`src/shared/pcp_pkg.sv`:
```
// constants shared by the parallel configuration port and its fifo
// assumes a 25 MHz system clock; all times are converted to cycles here
package pcp_pkg;
  localparam int SYS_CLK_PERIOD_NS = 40;
  // master mode configuration clock: half period in ns, rounded up to cycles
  localparam int CFG_CLK_HALF_NS = 160;
  localparam int CFG_CLK_HALF_CYC = (CFG_CLK_HALF_NS + SYS_CLK_PERIOD_NS - 1) / SYS_CLK_PERIOD_NS;
  // least time the revision select pins are driven before a reload
  localparam int REV_HOLD_NS = 1000;
  localparam int REV_HOLD_CYC = (REV_HOLD_NS + SYS_CLK_PERIOD_NS - 1) / SYS_CLK_PERIOD_NS;
  // the configuration engine consumes one word every so many cycles
  localparam int DRAIN_CYC = 4;
  // abort status is shown for this many configuration clock edges
  localparam logic [2:0] ABORT_EDGES = 3'h4;
  // data path
  localparam int DATA_W = 32;
  localparam int FIFO_DEPTH = 16;
  // bus width detection and synchronisation patterns
  localparam logic [7:0] WIDTH_MARK = 8'hbb;
  localparam logic [7:0] WIDTH_8_KEY = 8'h11;
  localparam logic [15:0] WIDTH_16_KEY = 16'h1122;
  localparam logic [31:0] WIDTH_32_KEY = 32'h11220044;
  localparam logic [31:0] SYNC_WORD = 32'haa995566;
  // payload words after sync, followed by one check word (xor of payload)
  localparam logic [15:0] CFG_WORDS = 16'h0010;
  // abort status word field positions
  localparam int ST_CFG_ERR_N = 7;
  localparam int ST_SYNC = 6;
  localparam int ST_READBACK = 5;
  localparam int ST_ABORT_N = 4;
  localparam logic [3:0] ST_LOW_BITS = 4'hf;
  // reset values
  localparam logic [31:0] DATA_RST = 32'h00000000;
  localparam logic [1:0] REV_SEL_RST = 2'h3;
  typedef enum logic [1:0] {
    pcp_w_none,
    pcp_w8,
    pcp_w16,
    pcp_w32
  } pcp_width_t;
  typedef enum logic [2:0] {
    pcp_st_wait_init,
    pcp_st_load,
    pcp_st_done,
    pcp_st_error,
    pcp_st_fallback,
    pcp_st_multi
  } pcp_state_t;
endpackage : pcp_pkg

```
`src/rtl/pcp_fifo.sv`:
```
// synchronous fifo with registered read data, valid/ready on both sides
// assumes one clock and an asynchronous active-low reset
`timescale 1ns/1ps
module pcp_fifo #(
  parameter int WIDTH = 32,
  parameter int DEPTH = 16
) (
  // clock and reset
  input wire logic clk_sys,
  input wire logic nrst,
  // filling side
  input wire logic in_valid,
  output logic in_ready,
  input wire logic [WIDTH-1:0] in_data,
  // draining side
  output logic out_valid,
  input wire logic out_ready,
  output logic [WIDTH-1:0] out_data
);
  localparam int AW = $clog2(DEPTH);
  localparam logic [AW:0] FULL_COUNT = (AW+1)'(DEPTH);
  logic [WIDTH-1:0] mem [DEPTH];
  logic [AW-1:0] wr_ptr_reg;
  logic [AW-1:0] rd_ptr_reg;
  logic [AW:0] count_reg;
  logic push;
  logic pop;

  assign in_ready = (count_reg != FULL_COUNT);
  assign push = in_valid && in_ready;
  // output register refills whenever it is empty or being taken
  assign pop = (count_reg != '0) && (!out_valid || out_ready);

  always_ff @(posedge clk_sys) begin
    if (push) begin
      mem[wr_ptr_reg] <= in_data;
    end
  end

  always_ff @(posedge clk_sys or negedge nrst) begin
    if (!nrst) begin
      wr_ptr_reg <= '0;
      rd_ptr_reg <= '0;
      count_reg <= '0;
    end else begin
      if (push) begin
        wr_ptr_reg <= AW'(wr_ptr_reg + 1'b1);
      end
      if (pop) begin
        rd_ptr_reg <= AW'(rd_ptr_reg + 1'b1);
      end
      if (push && !pop) begin
        count_reg <= (AW+1)'(count_reg + 1'b1);
      end else if (pop && !push) begin
        count_reg <= (AW+1)'(count_reg - 1'b1);
      end
    end
  end

  always_ff @(posedge clk_sys or negedge nrst) begin
    if (!nrst) begin
      out_valid <= 1'b0;
      out_data <= '0;
    end else if (pop) begin
      out_valid <= 1'b1;
      out_data <= mem[rd_ptr_reg];
    end else if (out_ready) begin
      out_valid <= 1'b0;
    end
  end
endmodule : pcp_fifo

```
`src/rtl/pcp_top.sv`:
```
// parallel configuration and readback port with bus width detection
// assumes the clock, select, direction, init, mode strap and data pins are asynchronous, the other inputs synchronous; nrst is the program reset
`timescale 1ns/1ps
module pcp_top (
  // system
  input wire logic clk_sys,
  input wire logic nrst,
  // configuration clock pin
  input wire logic cfg_clock_in,
  output logic cfg_clock_out,
  output logic cfg_clock_oe,
  // parallel data bus
  input wire logic [31:0] data_in,
  output logic [31:0] data_out,
  output logic [31:0] data_oe,
  // bus control
  input wire logic cs_n,
  input wire logic read_write_n,
  output logic busy,
  output logic chain_select_out_n,
  // status pins
  output logic done,
  input wire logic init_in,
  output logic init_out,
  output logic init_oe,
  output logic [1:0] revision_select,
  output logic [1:0] revision_select_oe,
  // straps and options
  input wire logic master_mode,
  input wire logic fallback_option,
  input wire logic multi_image_en,
  input wire logic multi_image_req,
  input wire logic [1:0] user_revision,
  input wire logic serial_flash_mode,
  input wire logic upset_detect_en,
  input wire logic readback_crc_err
);
  // two-stage synchronisers for the clock, select, direction, init, mode strap and data pin inputs
  logic [36:0] sync1_reg;
  logic [36:0] sync2_reg;
  logic cfg_clk_last_reg;
  always_ff @(posedge clk_sys or negedge nrst) begin
    if (!nrst) begin
      sync1_reg <= '0;
      sync2_reg <= '0;
      cfg_clk_last_reg <= 1'b0;
    end else begin
      sync1_reg <= {cfg_clock_in, cs_n, read_write_n, init_in, master_mode, data_in};
      sync2_reg <= sync1_reg;
      cfg_clk_last_reg <= sync2_reg[36];
    end
  end
  logic s_cfg_clk, s_cs_n, s_rdwr, s_init, s_master;
  logic [31:0] s_data;
  assign {s_cfg_clk, s_cs_n, s_rdwr, s_init, s_master, s_data} = sync2_reg;

  pcp_pkg::pcp_state_t state_reg;
  logic mode_sampled_reg;
  logic master_reg;
  logic [7:0] div_reg;
  logic rise;
  logic selected;
  // a stopped slave clock gives no edges, so loading just waits
  assign rise = master_reg ? (div_reg == 8'h00 && cfg_clock_out == 1'b0)
                           : (s_cfg_clk && !cfg_clk_last_reg);
  assign selected = !s_cs_n;

  // mode strap caught by a clocked process once init is released
  always_ff @(posedge clk_sys or negedge nrst) begin
    if (!nrst) begin
      mode_sampled_reg <= 1'b0;
      master_reg <= 1'b0;
    end else if (!mode_sampled_reg && s_init) begin
      mode_sampled_reg <= 1'b1;
      master_reg <= s_master;
    end
  end

  // master clock divider, runs in master mode in every state except pcp_st_wait_init
  always_ff @(posedge clk_sys or negedge nrst) begin
    if (!nrst) begin
      div_reg <= 8'h00;
      cfg_clock_out <= 1'b0;
      cfg_clock_oe <= 1'b0;
    end else begin
      cfg_clock_oe <= master_reg && mode_sampled_reg;
      if (!master_reg || state_reg == pcp_pkg::pcp_st_wait_init) begin
        div_reg <= 8'h00;
        cfg_clock_out <= 1'b0;
      end else if (div_reg == 8'(pcp_pkg::CFG_CLK_HALF_CYC - 1)) begin
        div_reg <= 8'h00;
        cfg_clock_out <= !cfg_clock_out;
      end else begin
        div_reg <= 8'(div_reg + 1'b1);
      end
    end
  end

  // width detection, word assembly and sync search on write edges
  pcp_pkg::pcp_width_t width_reg;
  logic mark_seen_reg;
  logic sync_seen_reg;
  logic [31:0] asm_reg;
  logic [1:0] asm_cnt_reg;
  logic word_valid_reg;
  logic [31:0] word_reg;
  logic fifo_ready;
  logic write_edge;
  logic [31:0] asm_next;
  logic asm_full;
  logic rdwr_seen_reg;
  logic abort_event;
  logic [2:0] abort_cnt_reg;
  assign write_edge = rise && selected && !s_rdwr && !abort_event
                      && state_reg == pcp_pkg::pcp_st_load;

  function automatic logic [1:0] lanes_per_word(input pcp_pkg::pcp_width_t w);
    case (w)
      pcp_pkg::pcp_w8: lanes_per_word = 2'h3;
      pcp_pkg::pcp_w16: lanes_per_word = 2'h1;
      default: lanes_per_word = 2'h0;
    endcase
  endfunction : lanes_per_word

  always_comb begin
    case (width_reg)
      pcp_pkg::pcp_w8: asm_next = {asm_reg[23:0], s_data[7:0]};
      pcp_pkg::pcp_w16: asm_next = {asm_reg[15:0], s_data[15:0]};
      default: asm_next = s_data;
    endcase
  end
  assign asm_full = (asm_cnt_reg == lanes_per_word(width_reg));

  always_ff @(posedge clk_sys or negedge nrst) begin
    if (!nrst) begin
      width_reg <= pcp_pkg::pcp_w_none;
      mark_seen_reg <= 1'b0;
      sync_seen_reg <= 1'b0;
      asm_reg <= pcp_pkg::DATA_RST;
      asm_cnt_reg <= 2'h0;
      word_valid_reg <= 1'b0;
      word_reg <= pcp_pkg::DATA_RST;
    end else begin
      word_valid_reg <= 1'b0;
      if (abort_event || state_reg != pcp_pkg::pcp_st_load) begin
        // an abort during loading forces a fresh width search and resync; a restart only resyncs at the kept width
        width_reg <= (state_reg == pcp_pkg::pcp_st_load) ? pcp_pkg::pcp_w_none : width_reg;
        mark_seen_reg <= 1'b0;
        sync_seen_reg <= (state_reg == pcp_pkg::pcp_st_done) ? sync_seen_reg : 1'b0;
        asm_cnt_reg <= 2'h0;
      end else if (write_edge && width_reg == pcp_pkg::pcp_w_none) begin
        if (mark_seen_reg && s_data == pcp_pkg::WIDTH_32_KEY) begin
          width_reg <= pcp_pkg::pcp_w32;
        end else if (mark_seen_reg && s_data[15:0] == pcp_pkg::WIDTH_16_KEY) begin
          width_reg <= pcp_pkg::pcp_w16;
        end else if (mark_seen_reg && s_data[7:0] == pcp_pkg::WIDTH_8_KEY) begin
          width_reg <= pcp_pkg::pcp_w8;
        end
        mark_seen_reg <= (s_data[7:0] == pcp_pkg::WIDTH_MARK);
      end else if (write_edge) begin
        asm_reg <= asm_next;
        asm_cnt_reg <= asm_full ? 2'h0 : 2'(asm_cnt_reg + 1'b1);
        if (asm_full && !sync_seen_reg) begin
          sync_seen_reg <= (asm_next == pcp_pkg::SYNC_WORD);
        end else if (asm_full && fifo_ready) begin
          // a word offered while busy is lost; the controller must honour busy
          word_valid_reg <= 1'b1;
          word_reg <= asm_next;
        end
      end
    end
  end

  // buffer between the link and the configuration engine
  logic cfg_valid;
  logic cfg_take;
  logic [31:0] cfg_word;
  pcp_fifo #(
    .WIDTH(pcp_pkg::DATA_W),
    .DEPTH(pcp_pkg::FIFO_DEPTH)
  ) u_fifo (
    .clk_sys(clk_sys),
    .nrst(nrst),
    .in_valid(word_valid_reg),
    .in_ready(fifo_ready),
    .in_data(word_reg),
    .out_valid(cfg_valid),
    .out_ready(cfg_take),
    .out_data(cfg_word)
  );

  always_ff @(posedge clk_sys or negedge nrst) begin
    if (!nrst) begin
      busy <= 1'b0;
    end else begin
      busy <= !fifo_ready;
    end
  end

  // configuration engine: paced consumer, running xor check
  logic [7:0] drain_reg;
  logic [15:0] word_cnt_reg;
  logic [31:0] check_reg;
  logic crc_err_reg;
  logic load_ok;
  logic load_bad;
  logic [7:0] hold_reg;
  assign cfg_take = cfg_valid && drain_reg == 8'h00 && state_reg == pcp_pkg::pcp_st_load;
  assign load_ok = cfg_take && word_cnt_reg == pcp_pkg::CFG_WORDS && cfg_word == check_reg;
  assign load_bad = cfg_take && word_cnt_reg == pcp_pkg::CFG_WORDS && cfg_word != check_reg;

  always_ff @(posedge clk_sys or negedge nrst) begin
    if (!nrst) begin
      drain_reg <= 8'h00;
      word_cnt_reg <= 16'h0000;
      check_reg <= pcp_pkg::DATA_RST;
    end else if (state_reg != pcp_pkg::pcp_st_load) begin
      drain_reg <= 8'h00;
      word_cnt_reg <= (state_reg == pcp_pkg::pcp_st_done) ? word_cnt_reg : 16'h0000;
      check_reg <= (state_reg == pcp_pkg::pcp_st_done) ? check_reg : pcp_pkg::DATA_RST;
    end else if (cfg_take) begin
      drain_reg <= 8'(pcp_pkg::DRAIN_CYC - 1);
      word_cnt_reg <= 16'(word_cnt_reg + 1'b1);
      check_reg <= check_reg ^ cfg_word;
    end else if (drain_reg != 8'h00) begin
      drain_reg <= 8'(drain_reg - 1'b1);
    end
  end

  // main sequence
  always_ff @(posedge clk_sys or negedge nrst) begin
    if (!nrst) begin
      state_reg <= pcp_pkg::pcp_st_wait_init;
      crc_err_reg <= 1'b0;
      hold_reg <= 8'h00;
    end else begin
      case (state_reg)
        pcp_pkg::pcp_st_wait_init: begin
          if (s_init) begin
            state_reg <= pcp_pkg::pcp_st_load;
          end
        end
        pcp_pkg::pcp_st_load: begin
          if (load_ok) begin
            state_reg <= pcp_pkg::pcp_st_done;
          end else if (load_bad) begin
            crc_err_reg <= 1'b1;
            if (fallback_option && !serial_flash_mode) begin
              state_reg <= pcp_pkg::pcp_st_fallback;
              hold_reg <= 8'(pcp_pkg::REV_HOLD_CYC - 1);
            end else begin
              state_reg <= pcp_pkg::pcp_st_error;
            end
          end
        end
        pcp_pkg::pcp_st_done: begin
          if (multi_image_req && multi_image_en && !serial_flash_mode) begin
            state_reg <= pcp_pkg::pcp_st_multi;
            hold_reg <= 8'(pcp_pkg::REV_HOLD_CYC - 1);
          end
        end
        pcp_pkg::pcp_st_fallback, pcp_pkg::pcp_st_multi: begin
          if (hold_reg == 8'h00) begin
            state_reg <= pcp_pkg::pcp_st_load;
          end else begin
            hold_reg <= 8'(hold_reg - 1'b1);
          end
        end
        default: begin
          state_reg <= pcp_pkg::pcp_st_error;
        end
      endcase
    end
  end

  // abort detection: direction change seen on an edge while selected
  logic readback_active;
  assign readback_active = selected && s_rdwr && !abort_event && abort_cnt_reg == 3'h0;
  assign abort_event = rise && selected && (s_rdwr != rdwr_seen_reg);
  always_ff @(posedge clk_sys or negedge nrst) begin
    if (!nrst) begin
      rdwr_seen_reg <= 1'b0;
      abort_cnt_reg <= 3'h0;
    end else begin
      if (!selected || rise) begin
        rdwr_seen_reg <= s_rdwr; // changes while deselected are legal
      end
      if (abort_event && s_rdwr) begin
        abort_cnt_reg <= pcp_pkg::ABORT_EDGES;
      end else if (abort_event || !s_rdwr || !selected) begin
        abort_cnt_reg <= 3'h0;
      end else if (rise && abort_cnt_reg != 3'h0) begin
        abort_cnt_reg <= 3'(abort_cnt_reg - 1'b1);
      end
    end
  end

  // readback: words leave msb lane first at the detected width
  logic [1:0] rb_lane_reg;
  logic [31:0] rb_word_reg;
  logic [15:0] rb_index_reg;
  logic [7:0] status_byte;
  assign status_byte = {!crc_err_reg, sync_seen_reg, readback_active, abort_cnt_reg == 3'h0,
                        pcp_pkg::ST_LOW_BITS};

  function automatic logic [31:0] rb_lanes(input logic [31:0] w, input logic [1:0] lane,
                                          input pcp_pkg::pcp_width_t wd);
    rb_lanes = 32'hffffffff;
    case (wd)
      pcp_pkg::pcp_w8: rb_lanes[7:0] = w[8*(3-lane) +: 8];
      pcp_pkg::pcp_w16: rb_lanes[15:0] = w[16*(1-lane[0]) +: 16];
      default: rb_lanes = w;
    endcase
  endfunction : rb_lanes

  always_ff @(posedge clk_sys or negedge nrst) begin
    if (!nrst) begin
      data_out <= pcp_pkg::DATA_RST;
      data_oe <= pcp_pkg::DATA_RST;
      rb_lane_reg <= 2'h0;
      rb_word_reg <= pcp_pkg::DATA_RST;
      rb_index_reg <= 16'h0000;
    end else begin
      // enable follows select and direction, and is masked on an abort edge; drops as soon as either goes
      data_oe <= {32{selected && s_rdwr && !abort_event}};
      if (rise && abort_cnt_reg != 3'h0 && selected) begin
        data_out <= {24'hffffff, status_byte};
      end else if (rise && readback_active) begin
        data_out <= rb_lanes(rb_word_reg, rb_lane_reg, width_reg);
        if (rb_lane_reg == lanes_per_word(width_reg)) begin
          rb_lane_reg <= 2'h0;
          rb_index_reg <= 16'(rb_index_reg + 1'b1);
          rb_word_reg <= check_reg ^ {16'h0000, 16'(rb_index_reg + 1'b1)};
        end else begin
          rb_lane_reg <= 2'(rb_lane_reg + 1'b1);
        end
      end else if (!selected) begin
        rb_lane_reg <= 2'h0;
      end
    end
  end

  // status pins
  always_ff @(posedge clk_sys or negedge nrst) begin
    if (!nrst) begin
      done <= 1'b0;
      init_out <= 1'b0;
      init_oe <= 1'b0;
      chain_select_out_n <= 1'b1;
      revision_select <= pcp_pkg::REV_SEL_RST;
      revision_select_oe <= 2'h0;
    end else begin
      done <= (state_reg == pcp_pkg::pcp_st_done);
      init_out <= 1'b0;
      // before the strap is taken the init pin is left as an input
      init_oe <= mode_sampled_reg
                 && (crc_err_reg || (upset_detect_en && readback_crc_err));
      // once this device is done, selects pass to the next one in the chain
      chain_select_out_n <= !(state_reg == pcp_pkg::pcp_st_done && selected);
      if (state_reg == pcp_pkg::pcp_st_fallback) begin
        revision_select <= 2'h0;
        revision_select_oe <= 2'h3;
      end else if (state_reg == pcp_pkg::pcp_st_multi) begin
        revision_select <= user_revision;
        revision_select_oe <= 2'h3;
      end else begin
        revision_select <= pcp_pkg::REV_SEL_RST;
        revision_select_oe <= 2'h0;
      end
    end
  end
endmodule : pcp_top

```
`config.mk`:
```
export PLATFORM = sky130hd
export DESIGN_NAME = pcp_top
export DESIGN_NICKNAME = d
export VERILOG_FILES = /design/src/shared/pcp_pkg.sv /design/src/rtl/pcp_fifo.sv /design/src/rtl/pcp_top.sv
export SDC_FILE = /design/constraint.sdc
export NUM_CORES = 1
export LEC_CHECK = 0
export BUFFER_PORTS_ARGS = -buffer_cell sky130_fd_sc_hd__buf_2
export CELL_PAD_IN_SITES_DETAIL_PLACEMENT = 1
export CELL_PAD_IN_SITES_GLOBAL_PLACEMENT = 1
export CORE_MARGIN = 5
export CORE_UTILIZATION = 30
export CTS_CLUSTER_DIAMETER = 30
export DETAILED_ROUTE_END_ITERATION = 12
export GPL_ROUTABILITY_DRIVEN = 1
export PLACE_DENSITY = 0.53
export SLEW_MARGIN = 20
export SYNTH_ARGS = -nofsm -noshare
export SYNTH_HDL_FRONTEND = slang
export SYNTH_SLANG_ARGS = --single-unit
```
`constraint.sdc`:
```
create_clock -name clk_sys -period 3.55 [get_ports clk_sys]
set_input_delay 0 -clock clk_sys [delete_from_list [all_inputs] [get_ports clk_sys]]
set_output_delay 0 -clock clk_sys [all_outputs]
set_load 0.005 [all_outputs]
```
# Word-level counts from Yosys, hierarchy flattened
# Memories as Yosys holds them, arrays and structs flattened. A register that Yosys moved wholly into a read port is not among the register bits.
# Cells that the tools add are included.
[totals]
regBits = 327
ram_bits = 512
in_bits = 47
elab_cells = 264
mem_count = 1
[op_classes]
add_sub_neg = 14
n_eq_ne = 32
shift = 2
mux = 74
bitwise_logic = 8
n_reduce_logical = 95
[memory_table]
columns = ["memory", "depth", "width", "rd", "rd_clocked_by_memory_dff", "wr", "line_no", "text"]
rows = [
  ["u_fifo.mem", 16, 32, 1, 1, 1, "pcp_fifo.sv:22", "logic [WIDTH-1:0] mem [DEPTH];"],
]
[op_table]
columns = ["op", "count"]
rows = [
  ["$mux W32", 5],
  ["$mux W8", 10],
  ["$mux W16", 4],
  ["$pmux W32 S2", 1],
  ["$mux W2", 19],
  ["$logic_and A1 B1 Y1", 37],
  ["$shiftx A32 B33 Y16", 1],
  ["$shiftx A32 B33 Y8", 1],
  ["$add A16 B1 Y16 const B", 2],
  ["$eq A32 B29 Y1 const B", 1],
  ["$eq A32 B32 Y1", 1],
  ["$eq A32 B32 Y1 const B", 1],
  ["$ne A32 B32 Y1", 1],
  ["$pmux W8 S2", 2],
  ["$xor A32 B16 Y32", 1],
  ["$xor A32 B32 Y32", 1],
  ["$mux W3", 9],
  ["$logic_not A8 Y1", 3],
  ["$pmux W8 S3", 1],
  ["$mux W1", 19],
  ["$reduce_bool A2 Y1", 9],
  ["$eq A16 B13 Y1 const B", 1],
  ["$eq A16 B5 Y1 const B", 1],
  ["$logic_not A1 Y1", 16],
  ["41 further kinds", 78],
]

# Depth between registers and ports, before layout
# Gate-level depths: netlist (run 1).
[depth]
word_depth = 14
ltp_mapped = 15
depth_no_buf = 14

# Hierarchy
# Synthesis (run 1) repeated with hierarchy kept, for this count alone.
[unflattened]
hier_cells = 2242
area_unflattened_um2 = 35230.0
[by_module_without_submodules]
columns = ["mod", "instances", "cells_per_inst", "area_per_inst_um2"]
rows = [
  ["pcp_fifo", 1, 945, 21323.0],
  ["pcp_top", 1, 1297, 13907.1],
]

# Worst setup path after synthesis (run 1)
# Ideal clock, no wire load.
[synth_timing]
path_kind = "register to register"
start = "register u_fifo.count_reg[0]"
end = "memory u_fifo.mem[3][0] (enable)"
t_arrival_ps = 3360
t_required_ps = 3089
path_slack_ps = -271
path_stages_with_launch = 7
path_buffers = 1
synth_period_minus_slack_ps = 3821
cell_sequence = "dfrtp_1 -> nor4_1 -> nand2_1 -> and2_1 -> clkbuf_1 -> nand2_1 -> nor3_1"
[synth_between]
elab_chain_cells = 4
[synth_lines]
columns = ["item", "line_no", "text"]
rows = [
  ["start, declared", "pcp_fifo.sv:25", "logic [AW:0] count_reg;"],
  ["start signal, assigned", "pcp_fifo.sv:53", "count_reg <= (AW+1)'(count_reg + 1'b1);"],
  ["start signal, assigned", "pcp_fifo.sv:55", "count_reg <= (AW+1)'(count_reg - 1'b1);"],
  ["$ne A5 B5 Y1", "pcp_fifo.sv:29", "assign in_ready = (count_reg != FULL_COUNT);"],
  ["$logic_and A1 B1 Y1", "pcp_fifo.sv:30", "assign push = in_valid && in_ready;"],
  ["net u_fifo.push", "pcp_fifo.sv:26", "logic push;"],
  ["$mux W1", "pcp_fifo.sv:35", "if (push) begin"],
  ["$mux W1 (implied by the code)", "pcp_fifo.sv:36", "mem[wr_ptr_reg] <= in_data;"],
  ["end, declared", "pcp_fifo.sv:22", ""],
]
# The timed path passes the listed nets, and every way through them passes these cells.

# Worst setup path after layout (run 1)
[layout_timing]
start = "register u_fifo.count_reg[0]"
end = "memory u_fifo.mem[3][23] (enable)"
[layout_between]
elab_chain_cells = 4
[layout_lines]
columns = ["item", "line_no"]
rows = [
  ["$ne A5 B5 Y1", "pcp_fifo.sv:29"],
  ["$logic_and A1 B1 Y1", "pcp_fifo.sv:30"],
  ["$mux W1", "pcp_fifo.sv:35"],
  ["$mux W1 (implied by the code)", "pcp_fifo.sv:36"],
]
# No other way between the ends.

==> results.toml, run 1 <==
[cts]
cts_setup_buffers = 0
clk_latency_ns = 0.78
cts_resized = 0
clk_path_buf_depth = 3
cts_buffers = 199
clkSinkCount = 870
h-tree-depth = 4
clk_pin_slew_worst_paths_ns = 0.05
hold_buffers = 90
cts_root_buffer = "clkbuf_16"
cts_tree = "built"

[synthesis]
yosys_most_used_dff = "edfxtp_1"
synth_cell_type_count = 73
syn_inst = 2425
avgSynthCellArea_um2 = 14.56
synth-seq-cells = 870
synth_area_um2 = 35310
ys_warn_count = 0
synth_edf_count = 512
async_flop_share_pct = 41.15
yosysSeqAreaShare_pct = 68.93
synth_fp_nets = 2497

[finish]
final_nets = 2824
final_area_um2 = 45890
seq_area_um2 = 24340
final_util_pct = 39.38
final_cell_mix = "edfxtp_1 (512), dfrtp_1 (353), nand2_1 (260), clkbuf_16 (200), o21ai_0 (183)"
multi_input_area_um2 = 10210
layout_commonest_cell = "edfxtp_1"
largest_reg_flops = 512
drive_gt1_share_pct = 22.73
syn_to_final_growth_pct = 29.97
fillerInstances = 11786

[setup_path]
critPathSlowestCell = "nor3_4"
r2r_start = "u_fifo.count_reg[0]$_DFFE_PN0P_"
cp-start-kind = "register"
reg2reg_slack_ns = 0.37
max_stage_delay_ns = 0.72
cp_data_arrival_time_ns = 3.62
reg2reg_depth = 6
required_ns = 3.98
crit_path_end_kind = "register"
r2r_end = "u_fifo.mem[3][23]$_DFFE_PP_"
cp_max_fo = 13
crit_type = "reg -> reg"
crit_top_cell = "nand2_1"
crit_chain = "nor4_1 > nand2_1 > and2_1 > nand2_1 > nor3_4 > buf_4"

[sta]
fmax_mhz = 314.0
worst_hold_slack_ns = 0.09161
skew_ns = 0.07301
setup_tns_ns = 0
hold_viol = 0
drv_slew = 0
tightest_slew_ns = 0.9884
period_needed_ns = 3.185
finalSetupViolations = 0
fin_crit_sh_pct = 89.71
setup_ws_ns = 0.3651
slew_headroom_pct = 33.07
rsz0062_at_grt = "false"

[drt]
wl_per_cell_um = 23.46
viasPerCell = 4.931
drc = 0
ant_nets = 0
vias = 21947
first_pass_iters = 7
drt_wl_total_mm = 104.4
first_iter_violations = 1366

[power_and_ir_drop]
powerDensity_nw_per_um2 = 673.1
p_leak_uw = 0.01594
peakVddDrop_v = 0.0004578

[placement]
portBuffers = 120
routabilityCongestion = 0.7953
dp_hpwl_mm = 65.05
dpl_cell_area_um2 = 37940
pre_cts_ws_ns = 0.3806

[global_routing]
globalRouteOverflowTotal = 0
antenna_found_initial = 4
grt_pass1_wl_mm = 156.4
grt_usage_pct = 16.61
grt_pass1_vias = 24093
grt_max_degree = 86

[run]
cap_viol_max_count = 0

[die]
die_w_um = 353.1
io_pins = 122
rows = 125
core_um2 = 116500
start_util_pct = 30.30
fp.dieH_um = 353.1
die_area_um2 = 124600

[hold_path]
hold_path.class = "in -> reg"
holdPathEnd = "init_oe$_DFF_PN0_"
whs_path_depth = 4
hp-start = "upset_detect_en"

[run_status]
status = "complete, no violations"
[synthesized netlist by cell type (all sizes together), types with 4 or more instances]
master	instances	area, µm²
o211ai	8	60.06
and4	4	35.03
nor2	125	469.2
dfrtp	355	8884
inv	37	138.9
nand2	261	979.7
o32a	16	160.2
ha	24	300.3
a21o	12	90.09
clkbuf	78	292.8
nor4bb	4	40.04
xor2	35	306.5
or3	6	37.54
o221ai	88	770.7
nor3	25	136.4
o31ai	4	30.03
o2111ai	9	78.83
nor4b	5	65.06
and2	8	50.05
a21oi	27	146.4
or4	6	45.04
or2	5	31.28
nand2b	68	425.4
nor4	15	123.9
mux2i	136	1361
nor3b	5	48.80
a22o	10	87.58
nand4	20	137.6
buf	78	479.2
and3	9	56.30
mux2	27	304.0
a22oi	17	127.6
nor2b	8	50.05
edfxtp	512	15370
xnor2	50	437.9
o21ai	185	925.9
nand3	26	130.1
mux4	73	1644
a221oi	12	105.1
[how the worst max path moves through the flow]
stage	startpoint	to	depth (start not counted)
after global placement	u_fifo.count_reg[0]$_DFFE_PN0P_	u_fifo.mem[3][12]$_DFFE_PP_	6
final	u_fifo.count_reg[0]$_DFFE_PN0P_	u_fifo.mem[3][23]$_DFFE_PP_	6
after detailed placement	u_fifo.count_reg[0]$_DFFE_PN0P_	u_fifo.mem[3][14]$_DFFE_PP_	6
after CTS	u_fifo.count_reg[0]$_DFFE_PN0P_	u_fifo.mem[3][23]$_DFFE_PP_	6
after floorplan	drain_reg[0]$_DFFE_PN0P_	u_fifo.count_reg[4]$_DFFE_PN0P_	15
after global routing	u_fifo.count_reg[0]$_DFFE_PN0P_	u_fifo.mem[3][29]$_DFFE_PP_	6
[where the power goes]
| part | internal, µW | switching (µW) | total, µW |
|---|---|---|---|
| registers | 11000 | 245 | 11200 |
| clock network | 12700 | 6060 | 18700 |
| logic | 464 | 475 | 939 |
[per-stage QoR]
stage / std cells / power (µW)
2_1_floorplan: 2425 / 11740
3_3_place_gp: 3985 / 12230
3_5_place_dp: 3985 / 12260
4_1_cts: 4450 / 31280
5_1_grt: 4450 / 32000
6_report: 4451 / 30890
[worst max-delay path, delay by kind of cell (launching register included)]
family,cells,cell delay (ns)
buffers and inverters,1,0.38
and+or+nand+nor,5,1.99
DFF,1,0.46
[kinds of logic (layout without fill, tap and decap cells)]
family                     count (synthesis)  count (layout)  share of synthesized area, %
DFF                                      870             870                         68.93
and+or+nand+nor                          607             607                         8.271
AOI/OAI and AO/OA                        408             408                         7.818
muxes                                    236             236                         9.373
buffers and inverters                    193             694                         2.580
xor gates and xnor gates                  85              85                         2.109
adders and majority gates                 25              25                        0.9072
other                                      1               2                       0.01062
[final cells by class]
cell class	instances	share of cell area, %
inverter	37	0.3026
tap	1524	4.155
timing repair buffer	282	4.919
clock buffer	244	11.55
antenna	1	0.005453
sequential	870	53.05
clock inverter	131	3.774
multi-input combinational	1362	22.24
[routing by layer]
metal | wire, µm | GRT usage, % | up-vias
met1 | 45130 | 21.14 | 11512
met4 | 2198 | 5.087 | 0
li1 | - | - | 9819
met2 | 52860 | 28.67 | 454
met3 | 4235 | 3.360 | 162
met5 | 0 | 0 | -
Note: power is estimated with default switching activity, not from simulation.
==> inputs of run 2 (changes only) <==
- CORE_UTILIZATION: 30 -> 35
- PLACE_DENSITY: 0.53 -> 0.6
- SYNTH_HIERARCHICAL: default -> 1
==> results.toml, run 2 <==
[synthesis]
yosysTopAreaCell = "edfxtp_1"
synth_cell_type_count = 82
yosysSeqAreaShare_pct = 69.08
yosys.cell_count.top_type = "edfxtp_1"
synth_edf_count = 512
synth_fp_nets = 2314
ys_warn_count = 6
synth_area_leaders = "edfxtp_1 (44%), dfrtp_1 (25%), mux4_2 (8.1%), o21ai_0 (2.0%), mux2_2 (2.0%)"
synth_top_area_share_pct = 43.64
synth_area_um2 = 35230
async_flop_share_pct = 41.15
synth.cells.most_frequent = "edfxtp_1 (512), dfrtp_1 (355), nand2_1 (153), o21ai_0 (144), mux4_2 (126)"
synth-seq-cells = 870
avgSynthCellArea_um2 = 15.71
yosys_most_used_dff = "edfxtp_1"
syn_inst = 2242

[finish]
final_util_pct = 43.83
drive_gt1_share_pct = 26.86
stdcell_count = 3965
syn_to_final_growth_pct = 24.41
layout_commonest_cell = "edfxtp_1"
final_area_um2 = 43830
final_nets = 2604
final_cell_mix = "edfxtp_1 (512), dfrtp_1 (352), clkbuf_16 (172), nand2_1 (153), o21ai_0 (144)"
largest_reg_flops = 512

[power_and_ir_drop]
internal_power_uw = 21750
p_clk_share_pct = 54.5
swShare_pct = 22.71
power_frac_seq_pct = 39.9
p_switching_uw = 6390
powerDensity_nw_per_um2 = 642.1
peakVddDrop_v = 0.0005460
pwr-share-comb_pct = 5.6
p_leak_uw = 0.01516

[die]
start_util_pct = 35.23
fp.dieH_um = 327.3
core_um2 = 100000
io_pins = 122
die_area_um2 = 107100
die_w_um = 327.3
rows = 116

[drt]
first_pass_iters = 5
vias = 21012
viasPerCell = 5.299
ant_nets = 0
drc = 0
drt_wl_total_mm = 97.30
first_iter_violations = 1652
wl_per_cell_um = 24.54

[setup_path]
critPathSlowestCell = "dfrtp_1"
cp_max_fo = 5
required_ns = 4.19
cp-start-kind = "register"
crit_path_end_kind = "register"
crit_top_cell = "ha_1"
r2r_end = "u_fifo/count_reg[4]$_DFFE_PN0P_"
cp_data_arrival_time_ns = 3.81
crit_chain = "inv_1 > ha_1 > nor3b_2 > nand3_1 > inv_2 > nand2b_1 > o21a_4 > inv_2 > ha_1 > inv_1 > ha_1 > a21o_1 > a21oi_1 > mux2i_1 > xnor2_1"
crit_type = "reg -> reg"
cpLargestDelayFamily = "simple AND/OR/NAND/NOR gates"
max_stage_delay_ns = 0.40
crit_buf_inv = 4
reg2reg_slack_ns = 0.38
r2r_start = "drain_reg[0]$_DFFE_PN0P_"
reg2reg_depth = 15

[cts]
cts_resized = 0
clk_latency_ns = 0.74
cts_root_buffer = "clkbuf_16"
clk_path_buf_depth = 3
clk_pin_slew_worst_paths_ns = 0.05
clkSinkCount = 870
cts_buffers = 164
cts_tree = "built"
h-tree-depth = 4

[sta]
period_needed_ns = 3.172
setup_tns_ns = 0
slew_headroom_pct = 29.78
fin_crit_sh_pct = 89.35
worst_hold_slack_ns = 0.09886
rsz0062_at_grt = "false"
hold_viol = 0
tightest_slew_ns = 1.053
fmax_mhz = 315.2
finalSetupViolations = 0
drv_slew = 0
skew_ns = 0.02639

[run_status]
status = "complete, no violations"

[hold_path]
whs_path_depth = 4
holdPathEnd = "init_oe$_DFF_PN0_"
hold_path.class = "in -> reg"
hp-start = "upset_detect_en"

[placement]
dpl_cell_area_um2 = 37380
placedCellCount = 3575
routabilityCongestion = 0.7954
portBuffers = 120
dp_hpwl_mm = 59.46

[global_routing]
grtUsageMet2_pct = 30.09
antenna_found_initial = 0
grt_pass1_wl_mm = 146.5
busiest_layer = "met2"
grt_max_degree = 79
grt.met3_usage_pct = 4.369
globalRouteOverflowTotal = 0
use_met1_pct = 23.56
grt_pass1_vias = 22882
grt_usage_pct = 18.09

[run]
cap_viol_max_count = 0
run 2: cell types whose count changed in the layout (fill, tap and decap cells not counted), moves of 36 or more:
cell	before	now
mux2_2	27	64
mux2i_1	136	26
mux4_2	73	126
nand2_1	260	153
nand2b_1	67	10
o21ai_0	183	144
o221ai_1	88	0
o22ai_1	2	61
xor2_1	35	71
run 2: cells by family after synthesis:
family	after synthesis	share of synthesized area (%)
flip-flops	870	69.08
adder cells (fa/ha/maj)	25	0.9092
other	1	0.01064
multiplexers	219	11.02
AND/OR/NAND/NOR	446	6.176
XOR/XNOR	117	2.909
AO/OA/AOI/OAI	387	7.149
buffers and inverters	177	2.745
run 2: timing repair:
item,4_1_cts,5_1_grt
hold buffers,89,0
endpoints found under the hold margin,406,0
buffers inserted,0,0
endpoints found under the setup margin,0,0
run 2: area by class of cell:
| cell class | count | area [µm²] |
|---|---|---|
| diodes | 1 | 2.502 |
| clock buffers | 203 | 4511 |
| clock inverters | 97 | 1026 |
| fillers | 9880 | 56170 |
| inverters | 32 | 120.1 |
| multi-input cells | 1195 | 10100 |
| flip-flops and latches | 870 | 24350 |
| well taps | 1298 | 1624 |
| repair buffers | 269 | 2095 |
run 2: per-layer routing:
metal	up-vias	part of all wire, %
met1	11154	43
li1	9153	-
met5	-	0
met4	0	2.4
met3	173	5.9
met2	532	49
run 2: worst max path at each step:
| stage | start | endpoint | depth (start not counted) |
|---|---|---|---|
| after global placement | drain_reg[5]$_DFFE_PN0P_ | u_fifo/count_reg[4]$_DFFE_PN0P_ | 13 |
| after global routing | drain_reg[0]$_DFFE_PN0P_ | u_fifo/count_reg[4]$_DFFE_PN0P_ | 15 |
| after floorplan | state_reg[2]$_DFFE_PN0P_ | u_fifo/count_reg[4]$_DFFE_PN0P_ | 18 |
| after CTS | drain_reg[0]$_DFFE_PN0P_ | u_fifo/count_reg[4]$_DFFE_PN0P_ | 15 |
| after detailed placement | drain_reg[0]$_DFFE_PN0P_ | u_fifo/count_reg[4]$_DFFE_PN0P_ | 15 |
| final | drain_reg[0]$_DFFE_PN0P_ | u_fifo/count_reg[4]$_DFFE_PN0P_ | 15 |
run 2: worst reg2reg max path: stages (launching register included):
cell and delay (ns):
dfrtp_1 0.40, inv_1 0.13, ha_1 0.19, nor3b_2 0.31, nand3_1 0.19, inv_2 0.10
nand2b_1 0.23, o21a_4 0.17, inv_2 0.03, ha_1 0.18, inv_1 0.16, ha_1 0.30
a21o_1 0.18, a21oi_1 0.18, mux2i_1 0.24, xnor2_1 0.13
run 2: through the flow:
stage,setup slack [ns],total power [µW]
floorplan,0.02302,12100
global placement,0.5046,12850
detailed placement,0.3793,12890
CTS,0.3623,28460
global route,0.1664,29140
finish,0.3779,28140
run 2: power by group through the flow:
stage                     registers (µW)  clock network (µW)  logic, µW
final                              11200               15300       1580
after global routing               11200               16200       1710
after CTS                          11200               15600       1610
after detailed placement           11400                   0       1500
after floorplan                    11300                   0        763
after global placement             11400                   0       1470
==> inputs of run 3 (changes only) <==
- ABC_CLOCK_PERIOD_IN_PS: default -> 2800
- REMOVE_ABC_BUFFERS: default -> 1
- clock period: 3.55 -> 2.8 ns (I/O delays scaled with it)
==> results.toml, run 3 (same netlist as run 2, synthesis figures left out) <==
[placement]
placedCellCount = 3646
dp_hpwl_mm = 61.13
routabilityCongestion = 0.8299
portBuffers = 120

[die]
die_area_um2 = 107100
rows = 116
core_um2 = 100000
io_pins = 122
fp.dieH_um = 327.3
start_util_pct = 35.23
die_w_um = 327.3

[finish]
diodes = 0
stdcell_count = 4069
final_nets = 2690
syn_to_final_growth_pct = 28.01
drive_gt1_share_pct = 29.92
layout_commonest_cell = "edfxtp_1"
largest_reg_flops = 512
final_cell_mix = "edfxtp_1 (512), dfrtp_1 (353), clkbuf_16 (177), nand2_1 (153), o21ai_0 (144)"
fillerInstances = 9776

[power_and_ir_drop]
swShare_pct = 23.46
internal_power_uw = 28330
pwr-share-comb_pct = 5.2
p_leak_uw = 0.01586
p_switching_uw = 8685
power_frac_seq_pct = 38.4
peakVddDrop_v = 0.0006058
powerDensity_nw_per_um2 = 820.8
p_clk_share_pct = 56.4

[drt]
wl_per_cell_um = 24.74
first_pass_iters = 5
viasPerCell = 5.264
drc = 0
ant_nets = 0
first_iter_violations = 1556
drt_wl_total_mm = 100.7
vias = 21419

[setup_path]
crit_path_end_kind = "register"
cp_data_arrival_time_ns = 3.39
cp-start-kind = "register"
cp_max_fo = 5
required_ns = 3.47
crit_type = "reg -> reg"

[cts]
h-tree-depth = 4
clk_latency_ns = 0.76
cts_root_buffer = "clkbuf_16"
cts_buffers = 174
cts_tree = "built"
clk_path_buf_depth = 3
clk_pin_slew_worst_paths_ns = 0.05
clkSinkCount = 870

[sta]
finalSetupViolations = 0
drv_slew = 0
period_needed_ns = 2.715
worst_hold_slack_ns = 0.1435
skew_ns = 0.04029
fin_crit_sh_pct = 96.96
hold_viol = 0
fmax_mhz = 368.3
slew_headroom_pct = 38.42
rsz0062_at_grt = "true"
tightest_slew_ns = 0.9094

[global_routing]
grt_pass1_vias = 23270
grt.met3_usage_pct = 3.607
busiest_layer = "met2"
use_met1_pct = 25.49
grt_pass1_wl_mm = 151.2
grt_usage_pct = 18.73
antenna_found_initial = 1
grtUsageMet2_pct = 30.45
globalRouteOverflowTotal = 0
grt_max_degree = 71

[run]
cap_viol_max_count = 0

[hold_path]
hold_path.class = "in -> reg"

[run_status]
status = "complete, no violations"
## run 3: changes by cell type in the layout (fill, tap and decap cells not counted), sizes merged
cell,change
buf,+76
inv,+10
clkinvlp,-1
bufinv,+1
diode,-1
clkinv,+12
clkbuf,+7
## run 3: repair_timing
action	CTS	global route
pin swaps	0	2
buffers inserted	0	5
hold buffers	89	0
hold endpoints to repair	407	0
resized for setup	2	15
endpoints found under the setup margin	2	24
## run 3: layout make-up
type | instances | area (µm²) | share of cell area (%)
Sequential cell | 870 | 24340 | 53.98
Tap cell | 1298 | 1624 | 3.601
Multi-Input combinational cell | 1195 | 10130 | 22.47
Clock buffer | 210 | 4663 | 10.34
Timing Repair Buffer | 345 | 2828 | 6.270
Inverter | 32 | 120.1 | 0.2663
Clock inverter | 119 | 1385 | 3.071
## run 3: worst max-delay path: stages, from the launching register on
cell,delay (ns)
dfrtp_1,0.38
inv_2,0.07
ha_2,0.18
nor3b_4,0.23
nand3_2,0.12
inv_2,0.08
nand2b_4,0.12
o21a_2,0.15
inv_2,0.04
ha_1,0.19
inv_2,0.14
ha_4,0.23
a21o_1,0.18
a21oi_2,0.17
mux2i_1,0.23
xnor2_1,0.13
## run 3: path summary, 6_finish.rpt
kind	startpoint	end	slack, ns	cells after the start
max in group asynchronous	nrst	sync1_reg[8]$_DFF_PN0_	1.89	4
min in group asynchronous	nrst	rb_word_reg[18]$_DFFE_PN0P_	0.52	4
worst max register to register	drain_reg[0]$_DFFE_PN0P_	u_fifo/count_reg[4]$_DFFE_PN0P_	0.09	15
worst max-delay path	drain_reg[0]$_DFFE_PN0P_	u_fifo/count_reg[4]$_DFFE_PN0P_	0.09	15
worst min register to register	sync1_reg[5]$_DFF_PN0_	sync2_reg[5]$_DFF_PN0_	0.34	0
worst min-delay path	upset_detect_en	init_oe$_DFF_PN0_	0.14	4
## run 3: stage by stage
step / util [%] / worst slack [ns] / cell area (µm²) / power, µW / TNS [ns]
final: 45.10 / 0.08508 / 45100 / 37020 / 0
after global routing: 45.10 / -0.04633 / 45100 / 38350 / -0.04633
after floorplan: - / -3.459 / 34380 / 15230 / -394.18
after global placement: 38.02 / -0.01188 / 38020 / 16200 / -0.01188
after detailed placement: 38.02 / -0.1437 / 38020 / 16270 / -0.1712
after CTS: 44.98 / 0.02675 / 44980 / 37400 / 0
## run 3: power groups by stage
| stage | Clock, µW | Combinational (µW) | Sequential, µW |
|---|---|---|---|
| 3_5_place_dp | 0 | 1840 | 14400 |
| 6_report | 20900 | 1940 | 14200 |
| 4_1_cts | 21200 | 1970 | 14200 |
| 5_1_grt | 22000 | 2130 | 14200 |
| 3_3_place_gp | 0 | 1800 | 14400 |
| 2_1_floorplan | 0 | 822 | 14400 |
## run 3: routing by layer
metal	wire, µm	part of all wire [%]
met1	44150	44
met2	48530	48
met3	5325	5.3
met4	2676	2.7
met5	0	0
